==> config.mk <==
export PLATFORM = sky130hd
export DESIGN_NAME = vil_irq_ctrl
export DESIGN_NICKNAME = d
export VERILOG_FILES = /design/src/rtl/vil_pkg.sv /design/src/rtl/vil_irq_ctrl.sv /design/src/rtl/vil_line_detect.sv
export VERILOG_INCLUDE_DIRS = /design/src /design/src/rtl
export SDC_FILE = /design/constraint.sdc
export NUM_CORES = 1
export LEC_CHECK = 0
export BUFFER_PORTS_ARGS = -buffer_cell sky130_fd_sc_hd__buf_4
export CORE_MARGIN = 2
export CORE_UTILIZATION = 53
export CTS_BUF_LIST = sky130_fd_sc_hd__clkbuf_8
export DETAILED_ROUTE_END_ITERATION = 7
export GPL_TIMING_DRIVEN = 0
export PLACE_DENSITY = 0.82
export SYNTH_ARGS = -nofsm -noshare
export SYNTH_HDL_FRONTEND = slang
export SYNTH_HIERARCHICAL = 1
export SYNTH_SLANG_ARGS = --single-unit
==> constraint.sdc <==
create_clock -name core_clk -period 3 [get_ports core_clk]
set_clock_uncertainty 0.1 [all_clocks]
set_input_delay 0.9 -clock core_clk [delete_from_list [all_inputs] [get_ports core_clk]]
set_output_delay 0.9 -clock core_clk [all_outputs]
set_load 0.02 [all_outputs]
==> src/rtl/vil_consts.svh <==
// constants for the vectored interrupt / external line controller
// assumes inclusion by bare name from rtl files
`ifndef VIL_CONSTS_SVH
`define VIL_CONSTS_SVH
// apb byte offsets
`define VIL_OFF_SENSE 12'h000
`define VIL_OFF_PINSEL 12'h004
`define VIL_OFF_PEND 12'h008
`define VIL_OFF_VECT 12'h00C
// reset values
`define VIL_SENSE_RST 8'h00
`define VIL_PINSEL_RST 8'h0C
// vector table base: vector n at base - 2n, reset and trap above
`define VIL_VEC_RESET 16'hFFFE
`define VIL_VEC_TRAP 16'hFFFC
`define VIL_VEC_BASE 16'hFFFA
// field positions of per-line two-bit fields
`define VIL_FLD_D 6
`define VIL_FLD_C 4
`define VIL_FLD_B 2
`define VIL_FLD_A 0
// vector numbers
`define VIL_VN_LINE_A 1
`define VIL_VN_LINE_C 3
`define VIL_NUM_VEC 14
`endif

==> src/rtl/vil_pkg.sv <==
// types for the vectored interrupt / external line controller
// assumes vil_consts.svh alongside
`default_nettype none
package vil_pkg;
    typedef enum logic [1:0] {
        VIL_SENSE_FALL_LOW = 2'b00,
        VIL_SENSE_RISE = 2'b01,
        VIL_SENSE_FALL = 2'b10,
        VIL_SENSE_BOTH = 2'b11
    } vil_sense_t;
    typedef enum logic [1:0] {
        VIL_WAKE_NONE = 2'b00,
        VIL_WAKE_HALT = 2'b01,
        VIL_WAKE_ACTIVE = 2'b10,
        VIL_WAKE_OSC = 2'b11
    } vil_wake_t;
    typedef enum logic [1:0] {
        VIL_RUN = 2'b00,
        VIL_HALT = 2'b01,
        VIL_ACTIVE_HALT = 2'b10,
        VIL_OSC_HALT = 2'b11
    } vil_mode_t;
endpackage
`default_nettype wire
==> src/rtl/vil_irq_ctrl.sv <==
// vectored interrupt controller with four external lines, apb registers
// assumes cpu supplies mask bit, ack with vector number and halt mode
//
// Added by the designer: the address map and the APB register port.
`include "vil_consts.svh"
`default_nettype none
module vil_irq_ctrl
    import vil_pkg::*;
#(
    parameter int NUM_VEC = `VIL_NUM_VEC
)
(
    input wire logic core_clk, // system clock, 25 MHz
    input wire logic rst_b, // async reset, low active
    input wire logic clkEn, // freezes all state while low
    input wire logic psel, // apb select
    input wire logic penable, // apb access phase
    input wire logic pwrite, // apb direction
    input wire logic [11:0] paddr, // apb byte address
    input wire logic [31:0] pwdata, // apb write data
    output logic [31:0] prdata, // apb read data
    output logic pready, // apb ready
    output logic pslverr, // apb error on unmapped address or write to a read-only register
    input wire logic [7:0] portAPins, // port A pins, asynchronous
    input wire logic [7:0] portBPins, // port B pins, asynchronous
    input wire logic [NUM_VEC-1:0] periphFlag, // peripheral flags, core_clk domain
    input wire logic [NUM_VEC-1:0] periphEnable, // peripheral enable bits
    input wire logic [NUM_VEC-1:0] periphClear, // peripheral clears its flag
    input wire logic cpuMask, // interrupt mask bit of cpu_condition_reg
    input wire logic trapReq, // software trap executed
    input wire logic cpuAck, // cpu enters routine of ackVector
    input wire logic [3:0] ackVector, // vector number being entered
    input wire vil_mode_t haltMode, // current low power mode
    output logic irqReq, // request to cpu, unmasked winner exists or trap executed
    output logic [3:0] irqVector, // winning vector number
    output logic [15:0] irqAddr, // handler address of winner
    output logic wakeUp // wake from current halt mode
);
    import vil_pkg::*;

    initial
    begin
        if (NUM_VEC != `VIL_NUM_VEC)
            $error("vil_irq_ctrl: vector table is fixed at 14 entries");
    end

    // ------------------------------------------------------------
    // state
    // ------------------------------------------------------------
    typedef struct packed {
        logic [7:0] sense;
        logic [7:0] pinSel;
        logic [NUM_VEC-1:0] pend;
        logic reqOut;
        logic [3:0] vecOut;
        logic [15:0] addrOut;
        logic wakeOut;
        logic [31:0] rdata;
    } vil_state_t;
    vil_state_t st_q, st_d;

    // per-vector halt wake class, fixed by the vector map
    localparam vil_wake_t WAKE_CLASS [0:13] = '{
        VIL_WAKE_OSC,
        VIL_WAKE_HALT, VIL_WAKE_HALT, VIL_WAKE_HALT, VIL_WAKE_HALT,
        VIL_WAKE_NONE, VIL_WAKE_NONE, VIL_WAKE_NONE,
        VIL_WAKE_NONE,
        VIL_WAKE_ACTIVE,
        VIL_WAKE_NONE,
        VIL_WAKE_ACTIVE,
        VIL_WAKE_HALT,
        VIL_WAKE_NONE
    };

    // ------------------------------------------------------------
    // pin synchronisers and line selection
    // ------------------------------------------------------------
    // all 16 pins of both ports are synchronised; first stage feeds second only
    logic [15:0] pinMeta_q, pinSync_q;
    always_ff @(posedge core_clk or negedge rst_b)
    begin
        if (!rst_b)
        begin
            pinMeta_q <= 16'hFFFF;
            pinSync_q <= 16'hFFFF;
        end
        else if (clkEn)
        begin
            pinMeta_q <= {portBPins, portAPins};
            pinSync_q <= pinMeta_q;
        end
    end

    logic [3:0] linePin;
    always_comb
    begin
        linePin[0] = pinSync_q[{2'b00, st_q.pinSel[`VIL_FLD_A +: 2]}];
        linePin[1] = pinSync_q[{2'b01, st_q.pinSel[`VIL_FLD_B +: 2]}];
        case (st_q.pinSel[`VIL_FLD_C +: 2])
            2'b00: linePin[2] = pinSync_q[11];
            2'b01: linePin[2] = pinSync_q[12];
            2'b10: linePin[2] = pinSync_q[13];
            default: linePin[2] = pinSync_q[14];
        endcase
        case (st_q.pinSel[`VIL_FLD_D +: 2])
            2'b01: linePin[3] = pinSync_q[9];
            2'b10: linePin[3] = pinSync_q[10];
            default: linePin[3] = pinSync_q[8];
        endcase
    end

    // ------------------------------------------------------------
    // apb decode
    // ------------------------------------------------------------
    logic apbAccess, apbWrite, wrSense, wrPinSel, addrOk;
    logic [7:0] newSense;
    always_comb
    begin
        apbAccess = psel & penable;
        apbWrite = apbAccess & pwrite;
        addrOk = 1'b1;
        wrSense = 1'b0;
        wrPinSel = 1'b0;
        if (paddr == `VIL_OFF_SENSE)
            wrSense = apbWrite & cpuMask;
        else if (paddr == `VIL_OFF_PINSEL)
            wrPinSel = apbWrite;
        else if (paddr == `VIL_OFF_PEND || paddr == `VIL_OFF_VECT)
            addrOk = ~pwrite;
        else
            addrOk = 1'b0;
        newSense = wrSense ? pwdata[7:0] : st_q.sense;
    end
    assign pready = 1'b1;
    assign pslverr = apbAccess & ~addrOk;

    // ------------------------------------------------------------
    // external line detectors
    // ------------------------------------------------------------
    logic [3:0] lineReq;
    genvar gi;
    generate
        for (gi = 0; gi < 4; gi++)
        begin : gLine
            logic senseChg;
            logic ack;
            assign senseChg = newSense[2*gi +: 2] != st_q.sense[2*gi +: 2];
            assign ack = cpuAck && ackVector == 4'(`VIL_VN_LINE_A + gi);
            vil_line_detect uDet (
                .core_clk(core_clk),
                .rst_b(rst_b),
                .clkEn(clkEn),
                .pinRaw(linePin[gi]),
                .sense(vil_sense_t'(st_q.sense[2*gi +: 2])),
                .senseChg(senseChg),
                .ackPulse(ack),
                .request(lineReq[gi])
            );
        end
    endgenerate

    // ------------------------------------------------------------
    // pending, priority and wake
    // ------------------------------------------------------------
    logic [NUM_VEC-1:0] srcReq, canWake;
    logic found, anyWake;
    logic [3:0] winVec;
    logic [15:0] winAddr;
    always_comb
    begin
        st_d = st_q;
        st_d.sense = newSense;
        if (wrPinSel)
            st_d.pinSel = pwdata[7:0];
        // peripheral flags latch regardless of enable or mask; set wins over clear
        for (int i = 0; i < NUM_VEC; i++)
        begin
            if (periphFlag[i])
                st_d.pend[i] = 1'b1;
            else if (periphClear[i])
                st_d.pend[i] = 1'b0;
        end
        srcReq = st_q.pend & periphEnable;
        srcReq[`VIL_VN_LINE_A +: 4] = lineReq;
        canWake = '0;
        for (int i = 0; i < NUM_VEC; i++)
        begin
            case (WAKE_CLASS[i])
                VIL_WAKE_HALT: canWake[i] = haltMode != VIL_RUN;
                VIL_WAKE_ACTIVE: canWake[i] = haltMode == VIL_ACTIVE_HALT;
                VIL_WAKE_OSC: canWake[i] = haltMode == VIL_OSC_HALT;
                default: canWake[i] = 1'b0;
            endcase
        end
        // port B pin 4 on line c has no halt-time path
        if (st_q.pinSel[`VIL_FLD_C +: 2] == 2'b01)
            canWake[`VIL_VN_LINE_C] = 1'b0;
        anyWake = |(srcReq & canWake);
        // lowest number wins; trap above all maskable vectors
        found = 1'b0;
        winVec = 4'h0;
        for (int i = NUM_VEC - 1; i >= 0; i--)
        begin
            if (srcReq[i])
            begin
                found = 1'b1;
                winVec = 4'(i);
            end
        end
        winAddr = `VIL_VEC_BASE - {11'h000, winVec, 1'b0};
        if (trapReq)
        begin
            st_d.reqOut = 1'b1;
            st_d.addrOut = `VIL_VEC_TRAP;
            st_d.vecOut = 4'hF;
        end
        else
        begin
            st_d.reqOut = found & ~cpuMask;
            st_d.addrOut = winAddr;
            st_d.vecOut = winVec;
        end
        st_d.wakeOut = anyWake;
        // ack of a peripheral vector does not clear its flag; peripheral clears it
        st_d.rdata = 32'h0000_0000;
        if (paddr == `VIL_OFF_SENSE)
            st_d.rdata[7:0] = st_q.sense;
        else if (paddr == `VIL_OFF_PINSEL)
            st_d.rdata[7:0] = st_q.pinSel;
        else if (paddr == `VIL_OFF_PEND)
            st_d.rdata[NUM_VEC-1:0] = srcReq;
        else if (paddr == `VIL_OFF_VECT)
            st_d.rdata = {11'h000, st_q.reqOut, st_q.vecOut, st_q.addrOut};
    end

    always_ff @(posedge core_clk or negedge rst_b)
    begin
        if (!rst_b)
        begin
            st_q <= '0;
            st_q.sense <= `VIL_SENSE_RST;
            st_q.pinSel <= `VIL_PINSEL_RST;
            st_q.addrOut <= `VIL_VEC_RESET;
        end
        else if (clkEn)
            st_q <= st_d;
    end

    // read data registered one cycle ahead from the setup-phase address
    assign prdata = st_q.rdata;
    assign irqReq = st_q.reqOut;
    assign irqVector = st_q.vecOut;
    assign irqAddr = st_q.addrOut;
    assign wakeUp = st_q.wakeOut;
endmodule
`default_nettype wire

==> src/rtl/vil_line_detect.sv <==
// one external line: synchroniser, sensitivity decode and request latch
// assumes the pin is asynchronous and ackPulse comes from core_clk logic
`include "vil_consts.svh"
`default_nettype none
module vil_line_detect
    import vil_pkg::*;
(
    input wire logic core_clk, // system clock
    input wire logic rst_b, // async reset, low active
    input wire logic clkEn, // freezes state while low
    input wire logic pinRaw, // selected pin, asynchronous
    input wire vil_sense_t sense, // sensitivity field
    input wire logic senseChg, // sensitivity written with new value
    input wire logic ackPulse, // cpu entered this line's routine
    output logic request // pending request
);
    typedef struct packed {
        logic sync1;
        logic sync2;
        logic prev;
        logic latch;
    } vil_det_t;
    vil_det_t st_q, st_d;
    logic rise, fall, edgeHit, levelHit;

    always_comb
    begin
        st_d = st_q;
        rise = st_q.sync2 & ~st_q.prev;
        fall = ~st_q.sync2 & st_q.prev;
        edgeHit = 1'b0;
        levelHit = 1'b0;
        case (sense)
            VIL_SENSE_FALL_LOW:
            begin
                edgeHit = fall;
                levelHit = ~st_q.sync2;
            end
            VIL_SENSE_RISE: edgeHit = rise;
            VIL_SENSE_FALL: edgeHit = fall;
            default: edgeHit = rise | fall;
        endcase
        st_d.sync1 = pinRaw;
        st_d.sync2 = st_q.sync1;
        st_d.prev = st_q.sync2;
        // edges stay latched until serviced; set wins over ack
        if (edgeHit)
            st_d.latch = 1'b1;
        else if (ackPulse | senseChg)
            st_d.latch = 1'b0;
        // a new sensitivity drops whatever the old one caught
        if (senseChg)
            st_d.latch = 1'b0;
    end

    always_ff @(posedge core_clk or negedge rst_b)
    begin
        if (!rst_b)
            st_q <= '{sync1: 1'b1, sync2: 1'b1, prev: 1'b1, latch: 1'b0};
        else if (clkEn)
            st_q <= st_d;
    end

    // low level requests directly, no latch; the falling edge is latched too, so the request holds after the pin returns high until ack
    assign request = st_q.latch | levelHit;
endmodule
`default_nettype wire

# Word level (Yosys, flattened, before mapping)
# Cells that the tools add are included.
# classes
addsub	1
n_lt_le_gt_ge	2
n_eq_ne	25
mux	98
bitwise	38
n_reduce_logical	54
# ops
op	count
1-bit two-way mux	67
4-bit two-way mux	14
21-bit two-way mux	2
2-bit AND reduction	19
2-bit nonzero test	15
12-bit by 4-bit == test with 1-bit output (second input constant)	2
24-bit two-way mux	1
8-bit two-way mux	3
2-bit == test (second input constant)	8
14-bit by 13-bit bitwise AND with 14-bit output	1
14-bit bitwise AND	1
14-bit two-way mux	1
14-bit OR reduction	1
1-bit bitwise AND	13
13-bit two-way mux	1
12-bit by 3-bit == test with 1-bit output (second input constant)	1
2-bit by 1-bit == test with 1-bit output (second input constant)	6
12-bit logical NOT	1
1-bit OR	12
3-bit nonzero test	4
1-bit inverter	11
2-bit logical NOT	5
1-bit one-hot mux with 2 select lines	5
4-bit by 2-bit == test with 1-bit output (second input constant)	2
12 further kinds	22
# word_totals
ff_bits	130
in_bits	117
out_inout_bits	56

# Logic depth before layout (Yosys ltp)
# Gate-level depths: netlist of the first run.
# depth
depth_word	17
depth_mapped	9

# By module
# The synthesis of the first run kept the hierarchy.
# modules_own_cells
module	n_inst	cells_each	area_per_inst_um2	seq_area_each_um2
vil_irq_ctrl	1	408	4531.8	2223.4
vil_line_detect	4	22	252.7	103.8

# Worst setup path after synthesis of the first run
# Ideal clock, no wire load.
# synth_timing
kind	in2out
start	input paddr[1]
end	output pslverr
arrival_time_ns	2.013
slack_ns	-0.013
cell_stages	3
path_buffers	0
path_cell_list	or4_4 > nor4_4 > a21oi_1
# synth_via
elab_chain_cells	7
# synth_lines
element	line	rtl
start, declared	vil_irq_ctrl.sv:19	input wire logic [11:0] paddr,
12-bit by 4-bit == test with 1-bit output (no source line)	n/a	
1-bit logical OR (no source line)	n/a	
1-bit two-way mux	vil_irq_ctrl.sv:128	else if (paddr == `VIL_OFF_PEND || paddr == `VIL_OFF_VECT)
1-bit two-way mux	vil_irq_ctrl.sv:126	else if (paddr == `VIL_OFF_PINSEL)
1-bit two-way mux *	vil_irq_ctrl.sv:124	if (paddr == `VIL_OFF_SENSE)
1-bit inverter *	vil_irq_ctrl.sv:135	assign pslverr = apbAccess & ~addrOk;
1-bit bitwise AND *	vil_irq_ctrl.sv:135	
end, declared	vil_irq_ctrl.sv:23	output logic pslverr,
# Every way passes the cells marked *; elsewhere a longest branch is shown, timed or not.

# Worst setup path after layout of the first run
# layout_timing
start	input paddr[5]
end	output pslverr
# The elaborated chain is that of the path after synthesis.

==> flow_summary.ini, run 1 <==
[sta]
worst_slew_pin_slew_ns = 0.834
min_period_ns = 3.02
setup_viol = 1
fin_crit_sh_pct = 101
hold_viol = 0
final_max_slew_viol_count = 0
rsz0062_at_grt = yes
fin_setup_tns_ns = -0.0188
timing.fmax_ghz = 0.331
worst_slack_ns = -0.0188
slew_headroom_pct = 43.9

[place]
dp_hpwl_um = 9600
placed_area_um2 = 6620
dp_slack_ns = -0.337
portBuffers = 110
finalWeightedCongestion = 0.907

[pwr]
combinationalPowerShare_pct = 17.3
peakVddDrop_mv = 0.324
power.share.switching_pct = 26.5
power_frac_clock_pct = 28.8
p_int_mw = 2.23
power.density_nw_per_um2 = 441
switching_power_mw = 0.803
p_leak_nw = 3.29
seqPwrFrac_pct = 53.9
power_mw = 3.03

[cts]
cts_tree = built
clockBufferDepth = 2
cts_buffers = 9
cts_root_buf = clkbuf_8
clock-sinks = 103
path_clk_slew_ns = 0.09
htree_levels = 3
clock_latency_ns = 0.37
hold_buffers = 0

[yosys]
async_reset_ff_share_pct = 100
yosys.area.top_type = dfrtp_1
synth_top_cells_by_count = dfrtp_1 (54), buf_4 (53), nand2_1 (51)
avgSynthCellArea_um2 = 11.2
syn_area_um2 = 5540
ys_seq_area_share_pct = 47.6
synth_top_area_share_pct = 24.4
synth_seq_cells = 103
synth.most_common_cell = dfrtp_1
synthFlopType = dfrtp_1
yosysUniqueCellTypes = 53
syn_inst = 496
synth_edf_count = 0
synth.area.top_cells = dfrtp_1 (24%), dfstp_2 (23%), mux2_2 (8.5%)
yosysWarnings = 6

[worst_hold_path]
hold_path.class = in2async

[critical_path]
cp-start-kind = primary input
crit_type = in2out
cp_num_buf_inv = 2
crit_arrival_ns = 2.02
cp_data_required_time_ns = 2.00
critPathMaxStageDelay_ns = 0.53
crit_chain = buf_6, or4_4, nor4_4, a21oi_2, buf_4
critPathMaxFanout = 2
slowest_stage = or4_4
crit_family = simple AND/OR/NAND/NOR gates
cp-end-kind = output port

[finish]
fillers = 761
syn_to_final_growth_pct = 24.0
nets = 768
diodes = 0
fin_area_um2 = 6870
drive_gt1_share_pct = 47.3

[outcome]
violations = negative setup slack
status = finished, violations left

[grt]
grt.overflow.total = 0
grt_pass1_wl_um = 20200
grt_usage_pct = 23.1
first_global_vias = 4072
grt_max_degree = 104
grt_antenna_before_repair = 0

[floorplan]
fp-row-count = 37
core_region_area_um2 = 10200
initial_core_util_pct = 54.2
die_y_um = 106
io_pins = 173
die_w_um = 106
die-area_um2 = 11300

[detailed_routing]
routed_wl_um = 12800
drt_first_pass_iters = 5
drt-wirelength-per-cell_um = 16.4
num_vias = 4277
vias_per_cell = 5.48
route.detailed.drc = 0
drt_iter0_drc = 328
antenna_left = 0

[flow_run]
drv_cap = 0
## registers in the layout (all words and copies together) (netlist names)
register,cells
wakeUp,1
st_q,26
irqReq,1
irqAddr,5
irqVector,4
prdata,20
pinSync_q,15
gLine.uDet/st_q,8
gLine.uDet/st_d,8
pinMeta_q,15
## repair_timing
item | in CTS | in global routing
pin swaps | 3 | 3
resized for setup | 2 | 3
setup endpoints to repair | 1 | 1
buffers inserted | 1 | 0
## path summary, 6_finish.rpt
kind                       slack [ns]                     to  cells past startpoint                  start
max                             -0.02                pslverr                      5               paddr[5]
min                              0.34  gLine[3].uDet/st_q[0]                      1                  rst_b
max reg2reg                      0.42             irqAddr[4]                      8               st_q[83]
min reg2reg                      0.38  gLine[3].uDet/st_d[1]                      2  gLine[3].uDet/st_d[2]
max in group asynchronous        1.75          pinMeta_q[13]                      2                  rst_b
min in group core_clk            0.38  gLine[3].uDet/st_d[1]                      2  gLine[3].uDet/st_d[2]
## cell usage in the layout (no fill, tap or decap), types with 4 or more instances in the layout
master	Yosys	layout
mux2_2	42	42
conb_1	2	23
o31ai_1	11	11
o21a_1	5	5
o21ai_0	12	12
o2bb2ai_1	7	7
a22o_1	17	17
o22ai_1	4	4
nor2_1	24	24
buf_4	53	161
dfrtp_1	54	54
buf_6	5	8
nor2b_1	6	6
dfstp_2	49	49
a21oi_1	30	29
clkbuf_1	15	15
nand2_1	51	51
inv_1	19	19
o21ai_1	4	4
o221ai_2	4	4
o2111ai_1	4	4
ha_1	11	11
clkbuf_8	0	10
nand3b_4	4	4
a31oi_1	5	5
xnor2_1	8	8
mux2_4	12	12
## power by group through the flow
stage	Clock [mW]	Sequential [mW]	Combinational (mW)
CTS	0.884	1.63	0.520
detailed placement	0	1.66	0.515
global route	0.941	1.65	0.578
global placement	0	1.65	0.494
floorplan	0	1.63	0.325
finish	0.872	1.63	0.524
## layer usage
layer  up-vias  track usage (%)  wire length [µm]
li1       1970                -                 -
met5         -                0                 0
met4         0             9.12               335
met2       186             36.9              6180
met3        33             3.80               754
met1      2088             31.6              5540
## cells by family after synthesis
logic type	synth area share (%)
AO/OA/AOI/OAI	14.1
XOR/XNOR	1.42
adder cells (fa/ha/maj)	2.48
buffers and inverters	10.6
flip-flops	47.6
multiplexers	13.4
other	0.135
AND/OR/NAND/NOR	10.3
## stage by stage
step | utilization [%] | cells | hold WS (ns)
floorplan | - | 517 | 0.350
global placement | 64.7 | 763 | 0.358
detailed placement | 64.7 | 763 | 0.367
CTS | 66.8 | 780 | 0.383
global route | 67.2 | 781 | 0.352
finish | 67.2 | 781 | 0.344
## cell type report
| class | count | area [µm²] | share of cell area, % |
|---|---|---|---|
| plain buffers | 74 | 515 | 7.50 |
| clock buffers | 10 | 138 | 2.00 |
| clock inverters | 6 | 60.1 | 0.874 |
| inverters | 19 | 71.3 | 1.04 |
| multi-input cells | 321 | 2400 | 35.0 |
| flip-flops and latches | 103 | 2640 | 38.4 |
| well taps | 136 | 170 | 2.48 |
| repair buffers | 112 | 872 | 12.7 |
No activity file was read; power rests on OpenSTA's default activity.
==> run 2, diff against run 1 <==
- clock period: 3 -> 3.15 ns (I/O delays scaled with it)
==> run 2 against run 1 <==
Effect of this change:
- the flow now finishes without violations
- sequential share of layout area is the same
- register-to-register slack improved by 0.11 ns
- global-route usage up 0.086 points
- critical path depth did not move
- clock-buffer cell count shrank 1
- sequential power fell by 4%
- power decreased by 0.53%
- combinational power shrank 6.1%
- first-iteration DRC count is 28% lower
==> flow_summary.ini, run 2 (synthesis results as in run 1) <==
[detailed_routing]
drt_first_pass_iters = 4
num_vias = 4186
antenna_left = 0
drt_iter0_drc = 236
vias_per_cell = 5.37
routed_wl_um = 12900
drt-wirelength-per-cell_um = 16.6
route.detailed.drc = 0

[critical_path]
cp-start-kind = primary input
critPathMaxFanout = 2
cp_data_required_time_ns = 2.10
r2r_cells = 8
cp-end-kind = output port
reg2reg_slack_ns = 0.53
crit_arrival_ns = 2.06
r2r-start = st_q[83]
crit_type = in2out
rr_endpoint = irqAddr[4]

[sta]
final_max_slew_viol_count = 0
rsz0062_at_grt = no
timing.fmax_ghz = 0.322
min_period_ns = 3.10
fin_crit_sh_pct = 98.6
slew_headroom_pct = 16.7
setup_viol = 0
hold_viol = 0
whs_ns = 0.375
worst_slew_pin_slew_ns = 1.25

[floorplan]
die_w_um = 106
die_y_um = 106
initial_core_util_pct = 54.2
die-area_um2 = 11300
io_pins = 173
fp-row-count = 37
core_region_area_um2 = 10200

[place]
dp_hpwl_um = 9660
portBuffers = 110
placed_area_um2 = 6620
finalWeightedCongestion = 0.934

[pwr]
power.share.switching_pct = 25.1
p_int_mw = 2.26
peakVddDrop_mv = 0.316
power_mw = 3.01
seqPwrFrac_pct = 51.6
switching_power_mw = 0.757
power_frac_clock_pct = 32.0
power.density_nw_per_um2 = 439
p_leak_nw = 3.31
combinationalPowerShare_pct = 16.3

[grt]
grt_max_degree = 104
grt_pass1_wl_um = 20600
grt_usage_pct = 23.2
first_global_vias = 4187
grt_antenna_before_repair = 0
grt.overflow.total = 0

[finish]
top_register = st_q
fin_util_pct = 67.2
fillers = 794
final_cell_mix = buf_4 (162), dfrtp_1 (54), nand2_1 (51), dfstp_2 (49), mux2_2 (42)
nets = 767
largest_reg_flops = 26
diodes = 0
syn_to_final_growth_pct = 24.0
final_common_cell = buf_4
fin_area_um2 = 6870
drive_gt1_share_pct = 47.0

[cts]
clock-sinks = 103
cts_buffers = 9
htree_levels = 3
clockBufferDepth = 2
clock_latency_ns = 0.36
cts_root_buf = clkbuf_8
path_clk_slew_ns = 0.09
cts_tree = built

[worst_hold_path]
hold_path.class = reg2reg
hold_end = gLine[3].uDet/st_d[1]
holdCritStartpoint = gLine[3].uDet/st_d[2]
min_path_cells = 2

[outcome]
status = finished, final reports clean

[flow_run]
drv_cap = 0
==> run 2: cell count changes in the layout (fill, tap and decap cells not counted), sizes merged <==
cell | before | now
buf | 170 | 169
bufinv | 1 | 3
clkbuf | 26 | 25
clkinv | 2 | 3
clkinvlp | 3 | 0
inv | 19 | 20
==> run 2: area by class of cell <==
| type | count | area [µm²] | share of cell area (%) |
|---|---|---|---|
| Clock buffer | 9 | 124 | 1.80 |
| Timing Repair Buffer | 111 | 841 | 12.2 |
| Buffer | 74 | 515 | 7.50 |
| Multi-Input combinational cell | 321 | 2400 | 34.9 |
| Inverter | 19 | 71.3 | 1.04 |
| Sequential cell | 103 | 2640 | 38.4 |
| Tap cell | 136 | 170 | 2.48 |
| Clock inverter | 7 | 113 | 1.64 |
==> run 2: repair_timing <==
item,CTS,global route
resized for setup,2,1
buffers inserted,1,0
setup endpoints to repair,1,1
pin swaps,3,1
hold buffers,0,0
==> run 2: metrics by stage <==
step	worst slack [ns]	std cells	setup TNS [ns]
4_1_cts	-0.0165	780	-0.0165
3_3_place_gp	-0.236	763	-2.39
5_1_grt	0.0116	780	0
6_report	0.0451	780	0
3_5_place_dp	-0.249	763	-3.35
2_1_floorplan	0.0474	517	0
==> run 2: worst max path at each step <==
stage                     cells after the start  slack (ns)  startpoint  endpoint
after floorplan                               3        0.05    paddr[1]   pslverr
after global placement                        5       -0.24    paddr[1]   pslverr
after detailed placement                      5       -0.25    paddr[1]   pslverr
after CTS                                     5       -0.02    paddr[4]   pslverr
after global routing                          5        0.01    paddr[4]   pslverr
final                                         5        0.05    paddr[4]   pslverr
==> run 2: power groups by stage <==
stage                     combinational [mW]  clock (mW)  sequential (mW)
after floorplan                        0.309           0             1.55
after global placement                 0.470           0             1.57
after detailed placement               0.489           0             1.58
after CTS                              0.493       0.977             1.56
after global routing                   0.539        1.02             1.57
final                                  0.492       0.965             1.56
==> run 2: metal layers <==
layer  wire (µm)  global-route usage, %  part of all wire, %  vias up
li1            -                      -                    -     1969
met1        5610                   31.2                   43     2038
met2        6310                   38.5                   49      161
met3         766                   3.68                  5.9       18
met4         233                   7.71                  1.8        0
met5           0                      0                    0        -
==> run 2: worst max-delay path, cell delays in order <==
cell	delay (ns)
buf_6	0.09
or4_4	0.53
nor4_4	0.24
a21oi_1	0.10
buf_4	0.16
